`src/ualbp_params.svh`:
```
// Purpose: Register map, field positions and timing counts of the serial port
// Assumes: 32-bit APB data, one aligned word per register
// Notes:   Definitions only
`ifndef UALBP_PARAMS_SVH
`define UALBP_PARAMS_SVH

// ----------------------------------------
// Register byte offsets
// ----------------------------------------
`define UALBP_OFF_MODE      5'h00
`define UALBP_OFF_STAT      5'h04
`define UALBP_OFF_TXD       5'h08
`define UALBP_OFF_RXD       5'h0C
`define UALBP_OFF_BRG       5'h10

// ----------------------------------------
// Mode register fields
// ----------------------------------------
`define UALBP_MODE_EN       15
`define UALBP_MODE_SIDL     13
`define UALBP_MODE_WAKE     7
`define UALBP_MODE_LPBK     6
`define UALBP_MODE_ABAUD    5
`define UALBP_MODE_NINE     0

// ----------------------------------------
// Status and control register fields
// ----------------------------------------
`define UALBP_STAT_TXEN     10
`define UALBP_STAT_TXFULL   9
`define UALBP_STAT_SEL_HI   7
`define UALBP_STAT_SEL_LO   6
`define UALBP_STAT_ADDRESS_MATCH_ENABLE    5
`define UALBP_STAT_RIDLE    4
`define UALBP_STAT_OERR     1
`define UALBP_STAT_RXDA     0

// ----------------------------------------
// Reset values and timing counts
// ----------------------------------------
`define UALBP_BRG_RST       16'h0000
`define UALBP_REG_RST       16'h0000
`define UALBP_TICK_LAST     4'hF
`define UALBP_TICK_MID      4'h7
`define UALBP_BITS8         4'h8
`define UALBP_BITS9         4'h9
`define UALBP_SEL_THREE     2'b10
`define UALBP_SEL_FULL      2'b11
`define UALBP_LVL_THREE     3
`define UALBP_LVL_FULL      4

`endif

```
`src/ualbp_pkg.sv`:
```
// Purpose: Shared types of the serial port auxiliary block
// Assumes: Constants live in ualbp_params.svh
// Notes:   Types only
package ualbp_pkg;

  // ----------------------------------------
  // Receiver and transmitter states
  // ----------------------------------------
  typedef enum logic [1:0]
  {
    RX_IDLE  = 2'b00,
    RX_START = 2'b01,
    RX_DATA  = 2'b10,
    RX_STOP  = 2'b11
  } ualbp_rx_st_t;

  typedef enum logic [0:0]
  {
    TX_IDLE  = 1'b0,
    TX_SHIFT = 1'b1
  } ualbp_tx_st_t;

  typedef logic [15:0] ualbp_div_t;

endpackage

```
`src/ualbp_baud_if.sv`:
```
// Purpose: Carrier between the port logic and its baud divider
// Assumes: Single clock domain
// Notes:   Tick is a one-cycle enable pulse
`timescale 1ns/1ps
interface ualbp_baud_if;
  import ualbp_pkg::*;
  ualbp_div_t divisor;  // Reload value
  logic       run;      // Port clock running
  logic       tick;     // Oversampling enable

  modport gen  (input divisor, input run, output tick);
  modport user (output divisor, output run, input tick);
endinterface

```
`src/ualbp_baud.sv`:
```
// Purpose: Divisor counter producing the sixteen-per-bit oversampling tick
// Assumes: clk is the instruction clock
// Notes:   Counter freezes while the port clock is stopped
`timescale 1ns/1ps
`include "ualbp_params.svh"
module ualbp_baud
(
  input  wire logic   clk,    // Instruction clock
  input  wire logic   rst,    // Async reset, active high
  ualbp_baud_if.gen   bif     // Divisor, run and tick
);
  import ualbp_pkg::*;

  ualbp_div_t cnt_ff;
  ualbp_div_t nxt_cnt;
  logic       tick_ff;
  wire        expire = (cnt_ff == 16'h0000);

  // ----------------------------------------
  // Reload on expiry
  // ----------------------------------------
  // Period is divisor plus one cycles
  assign nxt_cnt  = expire ? bif.divisor : cnt_ff - 16'h0001;
  assign bif.tick = tick_ff;

  // Held still in sleep so no tick leaks out
  always_ff @(posedge clk or posedge rst)
  begin
    if (rst)
    begin
      cnt_ff  <= `UALBP_BRG_RST;
      tick_ff <= 1'b0;
    end
    else if (bif.run)
    begin
      cnt_ff  <= nxt_cnt;
      tick_ff <= expire;
    end
    else
      tick_ff <= 1'b0;
  end
endmodule

```
`src/ualbp_top.sv`:
```
// Purpose: Serial port with address detect, loopback, baud divisor, sleep and idle
// Assumes: APB slave, zero wait states; sleep and idle requests on clk
// Notes:   Receive FIFO holds RX_DEPTH words beside the shift register
//
// Added by the designer: register access over APB and the address map.
`timescale 1ns/1ps
`include "ualbp_params.svh"

module ualbp_top
#(
  parameter int RX_DEPTH = 4,   // Receive buffer words
  parameter int PORT_NUM = 1    // Selects capture input one or two
)
(
  input  wire logic        clk,                // Instruction clock
  input  wire logic        rst,                // Async reset, active high
  input  wire logic        psel,               // APB select
  input  wire logic        penable,            // APB access phase
  input  wire logic        pwrite,             // APB direction
  input  wire logic [4:0]  paddr,              // APB byte address
  input  wire logic [31:0] pwdata,             // APB write data
  output logic      [31:0] prdata,             // APB read data
  output logic             pready,             // APB ready
  output logic             pslverr,            // APB error on unmapped
  input  wire logic        sleep_req,          // Device in sleep
  input  wire logic        idle_req,           // Device in idle
  input  wire logic        serial_in_pin,      // Line receive pin
  output logic             serial_out_pin,     // Line transmit pin
  output logic             rx_irq,             // Receive interrupt event pulse
  output logic             capture_input_one,  // Receive to capture one
  output logic             capture_input_two   // Receive to capture two
);
  import ualbp_pkg::*;

  localparam int PW = (RX_DEPTH > 1) ? $clog2(RX_DEPTH) : 1;
  localparam int CW = $clog2(RX_DEPTH + 1);

  // ----------------------------------------
  // Elaboration checks
  // ----------------------------------------
  if ((RX_DEPTH < 4) || ((RX_DEPTH & (RX_DEPTH - 1)) != 0))
    $error("RX_DEPTH must be a power of two, at least four");
  if ((PORT_NUM != 1) && (PORT_NUM != 2))
    $error("PORT_NUM must be one or two");

  // ----------------------------------------
  // Registers
  // ----------------------------------------
  logic [15:0]  mode_reg_ff;
  logic [15:0]  ctl_ff;
  ualbp_div_t   baud_divisor_ff;
  logic         oerr_ff;
  logic [8:0]   txh_ff;
  logic         txh_full_ff;
  logic [31:0]  prdata_ff;
  logic         rx_irq_ff;
  logic         out_ff;
  logic         in_s1_ff;
  logic         in_s2_ff;
  logic         in_s3_ff;
  ualbp_rx_st_t rx_st_ff;
  ualbp_tx_st_t tx_st_ff;
  logic [3:0]   rx_tick_ff;
  logic [3:0]   rx_bit_ff;
  logic [8:0]   rx_sh_ff;
  logic [3:0]   tx_tick_ff;
  logic [3:0]   tx_bit_ff;
  logic [10:0]  tx_sh_ff;
  logic [8:0]   mem_ff [RX_DEPTH];
  logic [PW-1:0] wp_ff;
  logic [PW-1:0] rp_ff;
  logic [CW-1:0] cnt_ff;

  ualbp_baud_if bif ();

  ualbp_baud u_baud
  (
    .clk (clk),
    .rst (rst),
    .bif (bif)
  );

  // ----------------------------------------
  // Power state and control decode
  // ----------------------------------------
  wire mod_en  = mode_reg_ff[`UALBP_MODE_EN];
  wire sidl    = mode_reg_ff[`UALBP_MODE_SIDL];
  wire wake_en = mode_reg_ff[`UALBP_MODE_WAKE];
  wire lpbk    = mode_reg_ff[`UALBP_MODE_LPBK];
  wire abaud   = mode_reg_ff[`UALBP_MODE_ABAUD];
  wire nine    = mode_reg_ff[`UALBP_MODE_NINE];
  wire txen    = ctl_ff[`UALBP_STAT_TXEN];
  wire addr_md = ctl_ff[`UALBP_STAT_ADDRESS_MATCH_ENABLE] & nine;
  wire [1:0] rx_sel = ctl_ff[`UALBP_STAT_SEL_HI:`UALBP_STAT_SEL_LO];
  // Idle halts only when stop-in-idle is set
  wire run     = mod_en & ~sleep_req & ~(idle_req & sidl);
  wire tick    = bif.tick;
  wire [3:0] nbits = nine ? `UALBP_BITS9 : `UALBP_BITS8;

  assign bif.divisor = baud_divisor_ff;
  assign bif.run     = run;

  // ----------------------------------------
  // APB decode
  // ----------------------------------------
  wire setup   = psel & ~penable;
  wire access  = psel & penable;
  wire hit_mod = (paddr == `UALBP_OFF_MODE);
  wire hit_sta = (paddr == `UALBP_OFF_STAT);
  wire hit_txd = (paddr == `UALBP_OFF_TXD);
  wire hit_rxd = (paddr == `UALBP_OFF_RXD);
  wire hit_brg = (paddr == `UALBP_OFF_BRG);
  wire mapped  = hit_mod | hit_sta | hit_txd | hit_rxd | hit_brg;
  wire wr      = access & pwrite & mapped;
  wire rd_pop  = access & ~pwrite & hit_rxd & (cnt_ff != '0);
  wire wr_tx   = wr & hit_txd & ~txh_full_ff;   // Full holding ignores the write

  assign pready  = 1'b1;
  assign pslverr = access & ~mapped;
  assign prdata  = prdata_ff;

  // Status view built from live state
  wire [15:0] stat_view = {ctl_ff[15:10], txh_full_ff, 1'b0, rx_sel,
                           ctl_ff[`UALBP_STAT_ADDRESS_MATCH_ENABLE], (rx_st_ff == RX_IDLE),
                           2'b00, oerr_ff, (cnt_ff != '0)};
  wire [31:0] rd_mux  = hit_mod ? {16'h0000, mode_reg_ff} :
                        hit_sta ? {16'h0000, stat_view} :
                        hit_rxd ? {23'h00_0000, mem_ff[rp_ff]} :
                        hit_brg ? {16'h0000, baud_divisor_ff} :
                        32'h0000_0000;

  // Read data latched in setup so it comes from a flop in access
  always_ff @(posedge clk or posedge rst)
  begin
    if (rst)
      prdata_ff <= 32'h0000_0000;
    else if (setup)
      prdata_ff <= rd_mux;
  end

  // ----------------------------------------
  // Software registers; sleep never touches them
  // ----------------------------------------
  // Overrun: set by the receiver wins over a software clear
  wire ovr_set = (rx_st_ff == RX_STOP) & tick & (rx_tick_ff == `UALBP_TICK_LAST)
                 & (cnt_ff == CW'(RX_DEPTH));
  wire nxt_oerr = ovr_set | (oerr_ff & ~(wr & hit_sta & ~pwdata[`UALBP_STAT_OERR]));

  always_ff @(posedge clk or posedge rst)
  begin
    if (rst)
    begin
      mode_reg_ff     <= `UALBP_REG_RST;
      ctl_ff          <= `UALBP_REG_RST;
      baud_divisor_ff <= `UALBP_BRG_RST;
      oerr_ff         <= 1'b0;
    end
    else
    begin
      if (wr & hit_mod)
        mode_reg_ff <= pwdata[15:0];
      if (wr & hit_sta)
        ctl_ff <= pwdata[15:0];
      if (wr & hit_brg)
        baud_divisor_ff <= pwdata[15:0];
      oerr_ff <= nxt_oerr;
    end
  end

  // ----------------------------------------
  // Pin synchroniser and receive source
  // ----------------------------------------
  always_ff @(posedge clk or posedge rst)
  begin
    if (rst)
    begin
      in_s1_ff <= 1'b1;
      in_s2_ff <= 1'b1;
      in_s3_ff <= 1'b1;
    end
    else
    begin
      in_s1_ff <= serial_in_pin;
      in_s2_ff <= in_s1_ff;
      in_s3_ff <= in_s2_ff;
    end
  end

  // Loopback takes our own line and drops the pin
  wire rx_line = lpbk ? out_ff : in_s2_ff;
  wire pin_fall = in_s3_ff & ~in_s2_ff;

  // Capture routing follows the pin, not the loopback path
  assign capture_input_one = abaud & (PORT_NUM == 1) & in_s2_ff;
  assign capture_input_two = abaud & (PORT_NUM == 2) & in_s2_ff;

  // ----------------------------------------
  // Receiver
  // ----------------------------------------
  wire rx_last = tick & (rx_tick_ff == `UALBP_TICK_LAST);
  wire rx_done = (rx_st_ff == RX_STOP) & rx_last;
  wire push    = rx_done & (cnt_ff != CW'(RX_DEPTH));
  // Word in the shift register, right aligned for eight-bit frames
  wire [8:0] rx_word = nine ? rx_sh_ff : {1'b0, rx_sh_ff[8:1]};
  wire rx_ninth_bit = rx_word[8];
  wire is_addr = addr_md & rx_ninth_bit;

  // Sleep or disable returns the receiver to idle mid-frame
  always_ff @(posedge clk or posedge rst)
  begin
    if (rst)
    begin
      rx_st_ff   <= RX_IDLE;
      rx_tick_ff <= 4'h0;
      rx_bit_ff  <= 4'h0;
      rx_sh_ff   <= 9'h000;
    end
    else if (!run)
      rx_st_ff <= RX_IDLE;
    else if (tick)
    begin
      rx_tick_ff <= rx_tick_ff + 4'h1;
      case (rx_st_ff)
        RX_IDLE:
        begin
          rx_tick_ff <= 4'h0;
          if (!rx_line && !oerr_ff)
            rx_st_ff <= RX_START;
        end
        RX_START:
          if (rx_tick_ff == `UALBP_TICK_MID)
          begin
            rx_tick_ff <= 4'h0;
            rx_bit_ff  <= 4'h0;
            rx_st_ff   <= rx_line ? RX_IDLE : RX_DATA;
          end
        RX_DATA:
          if (rx_tick_ff == `UALBP_TICK_LAST)
          begin
            rx_sh_ff  <= {rx_line, rx_sh_ff[8:1]};
            rx_bit_ff <= rx_bit_ff + 4'h1;
            if (rx_bit_ff == nbits - 4'h1)
              rx_st_ff <= RX_STOP;
          end
        RX_STOP:
          if (rx_tick_ff == `UALBP_TICK_LAST)
            rx_st_ff <= RX_IDLE;
        default:
          rx_st_ff <= RX_IDLE;
      endcase
    end
  end

  // ----------------------------------------
  // Receive buffer
  // ----------------------------------------
  // Reading an empty buffer shows the old word and does not shift
  always_ff @(posedge clk or posedge rst)
  begin
    if (rst)
    begin
      wp_ff  <= '0;
      rp_ff  <= '0;
      cnt_ff <= '0;
    end
    else
    begin
      if (push)
        wp_ff <= wp_ff + PW'(1);
      if (rd_pop)
        rp_ff <= rp_ff + PW'(1);
      cnt_ff <= cnt_ff + CW'(push) - CW'(rd_pop);
    end
  end

  // One storage entry per word, written only by a push
  for (genvar i = 0; i < RX_DEPTH; i++)
  begin : g_mem
    always_ff @(posedge clk or posedge rst)
    begin
      if (rst)
        mem_ff[i] <= 9'h000;
      else if (push && (wp_ff == PW'(i)))
        mem_ff[i] <= rx_word;
    end
  end

  // ----------------------------------------
  // Receive interrupt event
  // ----------------------------------------
  wire [CW-1:0] cnt_after = cnt_ff + CW'(1) - CW'(rd_pop);
  wire sel_hit = (rx_sel == `UALBP_SEL_THREE) ? (cnt_after == CW'(`UALBP_LVL_THREE)) :
                 (rx_sel == `UALBP_SEL_FULL)  ? (cnt_after == CW'(`UALBP_LVL_FULL)) :
                 1'b1;
  // Address mode bypasses the select setting entirely
  wire rx_evt  = push & (addr_md ? is_addr : sel_hit);
  // Wake: pin edge while asleep, enable required, select ignored
  wire wake_evt = sleep_req & wake_en & mod_en & pin_fall;

  always_ff @(posedge clk or posedge rst)
  begin
    if (rst)
      rx_irq_ff <= 1'b0;
    else
      rx_irq_ff <= rx_evt | wake_evt;
  end

  assign rx_irq = rx_irq_ff;

  // ----------------------------------------
  // Transmit holding word
  // ----------------------------------------
  wire tx_load = run & txen & txh_full_ff & (tx_st_ff == TX_IDLE);

  always_ff @(posedge clk or posedge rst)
  begin
    if (rst)
    begin
      txh_ff      <= 9'h000;
      txh_full_ff <= 1'b0;
    end
    else
    begin
      if (wr_tx)
        txh_ff <= pwdata[8:0];
      txh_full_ff <= wr_tx | (txh_full_ff & ~tx_load);
    end
  end

  // ----------------------------------------
  // Transmitter
  // ----------------------------------------
  // Frame is start, data LSB first, stop; shifted out every sixteen ticks
  wire [10:0] tx_frame = nine ? {1'b1, txh_ff, 1'b0} : {2'b11, txh_ff[7:0], 1'b0};
  wire tx_bitend = tick & (tx_tick_ff == `UALBP_TICK_LAST);

  always_ff @(posedge clk or posedge rst)
  begin
    if (rst)
    begin
      tx_st_ff   <= TX_IDLE;
      tx_sh_ff   <= 11'h7FF;
      tx_tick_ff <= 4'h0;
      tx_bit_ff  <= 4'h0;
    end
    else if (!run)
      tx_st_ff <= TX_IDLE;
    else
      case (tx_st_ff)
        TX_IDLE:
          if (tx_load)
          begin
            tx_sh_ff   <= tx_frame;
            tx_tick_ff <= 4'h0;
            tx_bit_ff  <= 4'h0;
            tx_st_ff   <= TX_SHIFT;
          end
        TX_SHIFT:
          if (tick)
          begin
            tx_tick_ff <= tx_tick_ff + 4'h1;
            if (tx_bitend)
            begin
              tx_sh_ff  <= {1'b1, tx_sh_ff[10:1]};
              tx_bit_ff <= tx_bit_ff + 4'h1;
              if (tx_bit_ff == nbits + 4'h1)
                tx_st_ff <= TX_IDLE;
            end
          end
        default:
          tx_st_ff <= TX_IDLE;
      endcase
  end

  // Pin always driven; high when idle, asleep or disabled
  always_ff @(posedge clk or posedge rst)
  begin
    if (rst)
      out_ff <= 1'b1;
    else
      out_ff <= (run && tx_st_ff == TX_SHIFT) ? tx_sh_ff[0] : 1'b1;
  end

  assign serial_out_pin = out_ff;
endmodule
```
`config.mk`:
```
export PLATFORM = sky130hd
export DESIGN_NAME = ualbp_top
export DESIGN_NICKNAME = d
export VERILOG_FILES = /design/src/ualbp_pkg.sv /design/src/ualbp_baud_if.sv /design/src/ualbp_baud.sv /design/src/ualbp_top.sv
export VERILOG_INCLUDE_DIRS = /design/src
export SDC_FILE = /design/constraint.sdc
export NUM_CORES = 1
export LEC_CHECK = 0
export ABC_AREA = 1
export BUFFER_PORTS_ARGS = -buffer_cell sky130_fd_sc_hd__buf_2
export CAP_MARGIN = 20
export CELL_PAD_IN_SITES_DETAIL_PLACEMENT = 1
export CELL_PAD_IN_SITES_GLOBAL_PLACEMENT = 1
export CORE_MARGIN = 4
export CORE_UTILIZATION = 31
export DETAILED_ROUTE_END_ITERATION = 8
export GPL_TIMING_DRIVEN = 0
export PLACE_DENSITY_LB_ADDON = 0.1
export SYNTH_ARGS = -nofsm -noshare
export SYNTH_HDL_FRONTEND = slang
export SYNTH_SLANG_ARGS = --single-unit
export TNS_END_PERCENT = 10
```
`constraint.sdc`:
```
create_clock -name clk -period 5.55 [get_ports clk]
set_input_delay 0 -clock clk [delete_from_list [all_inputs] [get_ports clk]]
set_output_delay 0 -clock clk [all_outputs]
set_load 0.02 [all_outputs]
```
# Word-level counts from Yosys, hierarchy flattened
# Cells that the tools add are included.
# op_classes
n_div	0
n_reduce_logical	20
n_lt_le_gt_ge	1
n_addsub	13
muxes	47
multipliers	0
bitwise	56
shift	0
eq_ne	32
# op_table
op	n
16-bit 2-to-1 mux	5
1-bit bitwise AND	37
11-bit 2-to-1 mux	3
4-bit case mux with 2 select lines	4
4-bit 2-to-1 mux	7
9-bit 2-to-1 mux	3
11-bit case mux with 2 select lines	1
4-bit by 1-bit adder with 4-bit output (second input constant)	5
9-bit binary-select mux with 2-bit select	1
16-bit logical NOT	1
2-bit 2-to-1 mux	8
16-bit by 1-bit subtractor with 16-bit output (second input constant)	1
2-bit == test (second input constant)	6
1-bit 2-to-1 mux	12
3-bit != test (second input constant)	4
1-bit NOT	11
5-bit by 4-bit == test with 1-bit output (second input constant)	2
10-bit 2-to-1 mux	1
4-bit == test	2
4-bit == test (second input constant)	2
2-bit case mux with 4 select lines	1
4-bit AND reduction	2
1-bit OR	7
3-bit == test (second input constant)	2
other kinds (26)	41
# word_totals
output_inout_bits	38
romBits	0
latchBits	0
ram_bits	0
regBits	195
n_memories	0
wordCells	198
in_bits	45

# Depth between registers and ports, before layout
# logic_depth
ltp_word	11
mapped_depth	12
ltp_nobuf	12

# Cells and area by module
# A second synthesis with hierarchy kept.
# unflattened
hier_cells	1144
area_unflattened_um2	8896.0
# by_module_without_submodules
mod	cells_each	area_per_inst_um2	seq_area_each_um2	instances
ualbp_top	920	7435.9	3871.2	1
ualbp_baud	224	1460.2	425.4	1

# Worst setup path before layout
# No wires, ideal clock.
# synth_path
path_type	register to register
startpoint	register rx_tick_ff[0]
endpoint	register cnt_ff[2]
arrival_time_ns	2.268
stages_incl_launch_ff	10
n_path_buf	0
setup_time_ns	0.129
t_required_ns	5.421
slack_ns	3.153
path_cell_list	dfrtp_1 > ha_1 > nand3_1 > nor4_4 > nand2_1 > ha_1 > inv_1 > ha_1 > fa_1 > xor2_1
# synth_via
elab_chain_len	6
# synth_rtl
item	line_no	source
start: declaration	ualbp_top.sv:63	logic [3:0] rx_tick_ff;
start signal: assignment	ualbp_top.sv:222	rx_tick_ff <= rx_tick_ff + 4'h1;
4-bit == test (no line)	--	
1-bit bitwise AND	ualbp_top.sv:200	wire rx_last = tick & (rx_tick_ff == `UALBP_TICK_LAST);
1-bit bitwise AND	ualbp_top.sv:201	wire rx_done = (rx_st_ff == RX_STOP) & rx_last;
1-bit bitwise AND	ualbp_top.sv:202	wire push = rx_done & (cnt_ff != CW'(RX_DEPTH));
3-bit by 1-bit adder with 3-bit output	ualbp_top.sv:272	cnt_ff <= cnt_ff + CW'(push) - CW'(rd_pop);
3-bit by 1-bit subtractor with 3-bit output	ualbp_top.sv:272	
end signal: assignment	ualbp_top.sv:272	
end: declaration	ualbp_top.sv:72	logic [CW-1:0] cnt_ff;
# Every way passes these cells.
# A chain may end at the register's enable or synchronous reset.

# Final worst setup path
# Same ends and word-level chain as after synthesis.

==> results.yml <==
power:
  p_comb_frac: 0.120
  sw_frac_of_total: 0.278
  p_per_area_mw_per_mm2: 286
  intPower_mw: 2.04
  ir_drop_mv: 0.165
  power_frac_clock: 0.415
  power_leakage_nw: 4.77
  power_switching_mw: 0.784
  seqPwrFrac: 0.465
timing:
  max_freq_ghz: 0.357
  hold_ws_ns: 0.0498
  skew_ns: 0.0125
  min_period_ns: 2.80
  worst_slew_pin_slew_ns: 0.937
  setup_viol: 0
  tns_ns: 0
  fin_crit_sh: 0.504
  finalHoldViolCount: 0
  grt_setup_unrepaired: "no"
  slew_headroom: 0.369
  drv_slew: 0
logic_synthesis:
  synthCells: 1034
  yosys_warnings: 0
  synth_flop_cell: "dfrtp_1"
  syn_area_sq_mm: 0.00836
  yosysSeqAreaShare: 0.514
  syn_area_per_cell_sq_um: 8.09
  yosys_register_bits: 171
  yosysTopAreaCell: "dfrtp_1"
  synth_top_area_share: 0.470
  synth_edf_count: 0
  synth_cell_type_count: 37
  synthArstFlopShare: 1.00
  ys_top_cells_by_area: "dfrtp_1, nand2_1, o21ai_0"
final_layout:
  drive_gt1_frac: 0.128
  multi_input_area_sq_mm: 0.00349
  area_delta_synth_final_pct: 18.1
  seqCellArea_sq_mm: 0.00430
  diodes: 0
  layout.nets: 1197
  final_cell_count_no_fill: 1485
  nFillCells: 3165
routing:
  routedWlPerCell_um: 17.3
  drcViolationCount: 0
  drtIter0Drc: 363
  wl_mm: 25.7
  postRouteAntennaNets: 0
  route.vias.total: 7145
  post_drt_via_cell_ratio: 4.81
  dr.pass1.iters: 5
clock_network:
  cts_root_buf: "clkbuf_16"
  cts_inserted_buffers: 17
  clock_latency_ns: 0.43
  cts_max_path_buffers: 2
  clk_pin_slew_ns: 0.07
  cts_tree: "built"
  cts.htree.levels: 4
  clock-sinks: 171
floorplan:
  fp.coreArea_sq_mm: 0.0263
  die_h_um: 172
  fp.dieW_um: 172
  row_count: 59
  ioPinCount: 83
  start_util: 0.318
  die_area_sq_mm: 0.0297
placed_design:
  placed_cells: 1434
  dp_hpwl_mm: 18.8
  io_buffer_count: 48
  gp_congestion: 0.751
critical_path:
  path_class: "flip-flop to flip-flop"
  worstPathRequired_ns: 5.86
  worstSetupStartpointType: "flip-flop"
  critPathMaxFanout: 6
  end_kind: "flip-flop"
  crit_arrival_ns: 3.11
  rr_worst_depth: 9
grt:
  grt_overflow: 0
  antenna_found_initial: 0
  grt_usage: 0.181
  grt_pass1_vias: 7286
  grt_max_degree: 102
  grt_pass1_wl_mm: 41.3
min_path:
  hold_depth: 4
  hold_path.class: "primary input to flip-flop"
status:
  status: "completed"
flow_run:
  cap_viol_max_count: 0
## worst paths after layout
path	from	to	slack, ns
max in group asynchronous	rst	in_s1_ff$_DFF_PP1_	4.44
hold / removal	pwrite	rp_ff[0]$_DFFE_PP0P_	0.05
hold reg to reg	in_s1_ff$_DFF_PP1_	in_s2_ff$_DFF_PP1_	0.36
setup reg to reg	rx_tick_ff[0]$_DFFE_PP0P_	cnt_ff[2]$_DFF_PP0_	2.75
setup / recovery	rx_tick_ff[0]$_DFFE_PP0P_	cnt_ff[2]$_DFF_PP0_	2.75
min in group asynchronous	rst	mem_ff[11]$_DFFE_PP0P_	0.18
## worst max-delay path, stage by stage (launching register included)
cell and delay [ns]:
dfrtp_1 0.38, ha_1 0.23, nand3_1 0.18, nor4_4 0.45, nand2_1 0.31, ha_1 0.36
inv_1 0.04, ha_1 0.18, fa_1 0.38, xor2_1 0.17
## flip-flops by register name, summed over array words and instances, names as in the netlist, 2 cells and up
register,count
tx_tick_ff,4
tx_bit_ff,4
rx_bit_ff,4
cnt_ff,3
ctl_ff,9
rx_tick_ff,4
baud_divisor_ff,16
mem_ff,36
rx_sh_ff,9
rx_st_ff,2
wp_ff,2
u_baud.cnt_ff,16
tx_sh_ff,10
prdata,16
txh_ff,9
rp_ff,2
mode_reg_ff,16
## power by group through the flow
| stage | Sequential (mW) | Combinational (mW) | Clock [mW] |
|---|---|---|---|
| after floorplan | 1.34 | 0.216 | 0 |
| after global placement | 1.34 | 0.324 | 0 |
| after detailed placement | 1.34 | 0.332 | 0 |
| after CTS | 1.31 | 0.344 | 1.21 |
| after global routing | 1.32 | 0.388 | 1.26 |
| final | 1.31 | 0.338 | 1.17 |
## cell type report
| cell class | instances | area share |
|---|---|---|
| Clock buffer | 19 | 0.0459 |
| Multi-Input combinational cell | 736 | 0.353 |
| Inverter | 91 | 0.0353 |
| Clock inverter | 13 | 0.0117 |
| Buffer | 52 | 0.0304 |
| Timing Repair Buffer | 68 | 0.0464 |
| Sequential cell | 171 | 0.435 |
| Tap cell | 335 | 0.0424 |
## cells by family after synthesis
logic type	count (synthesis)	share of synthesized area
AND/OR/NAND/NOR	480	0.238
XOR/XNOR	13	0.0136
buffers and inverters	143	0.0767
adder cells (fa/ha/maj)	15	0.0233
other	2	0.000898
flip-flops	171	0.514
AO/OA/AOI/OAI	210	0.134
## layer usage
layer | GRT usage | vias up | routed length, um
li1 | - | 3524 | -
met1 | 0.274 | 3493 | 13500
met2 | 0.274 | 107 | 11100
met3 | 0.0215 | 21 | 788
met4 | 0.0461 | 0 | 297
met5 | 0 | - | 0
## synthesized netlist by cell type, types with 6 or more instances
library cell,count
nand3_1,57
clkbuf_1,24
a31oi_1,9
o22ai_1,6
a21oi_1,32
nor3_1,6
xor2_1,10
buf_4,18
o211ai_1,6
ha_1,14
dfstp_2,14
nand2_1,306
nand4_1,6
buf_2,6
inv_1,87
o21ai_2,9
dfrtp_1,157
o21ai_0,119
nor2_1,87
o21ai_1,28
## stage by stage
step | utilization | power [mW] | worst slack (ns) | instance area, sq um
after floorplan | - | 1.56 | 0.941 | 8420
after global placement | 0.346 | 1.66 | -1.63 | 9080
after detailed placement | 0.347 | 1.67 | 2.76 | 9120
after CTS | 0.376 | 2.87 | 2.74 | 9880
after global routing | 0.376 | 2.96 | 2.55 | 9880
final | 0.376 | 2.83 | 2.75 | 9880
## placed cells by master (no fill, tap or decap), types with 4 or more instances in the layout
cell type,count
a21oi_1,32
buf_2,54
o21ai_1,28
clkbuf_1,24
o21ai_0,119
nand4_1,6
nand3_1,57
conb_1,18
o22ai_1,6
nand2_1,306
dlygate4sd3_1,19
ha_1,14
nor2_1,87
buf_6,4
o21ai_2,9
buf_4,18
inv_1,86
clkbuf_16,17
dfstp_2,14
a31oi_1,9
nand3_2,4
clkinv_1,4
dfrtp_1,157
xor2_1,10
nor3_1,6
o211ai_1,6
## repair_timing
item / CTS / global route
hold buffers: 19 / 0
gates resized for setup: 0 / 0
hold endpoints to repair: 121 / 0
buffers inserted: 0 / 0
No activity file was read; power rests on OpenSTA's default activity.
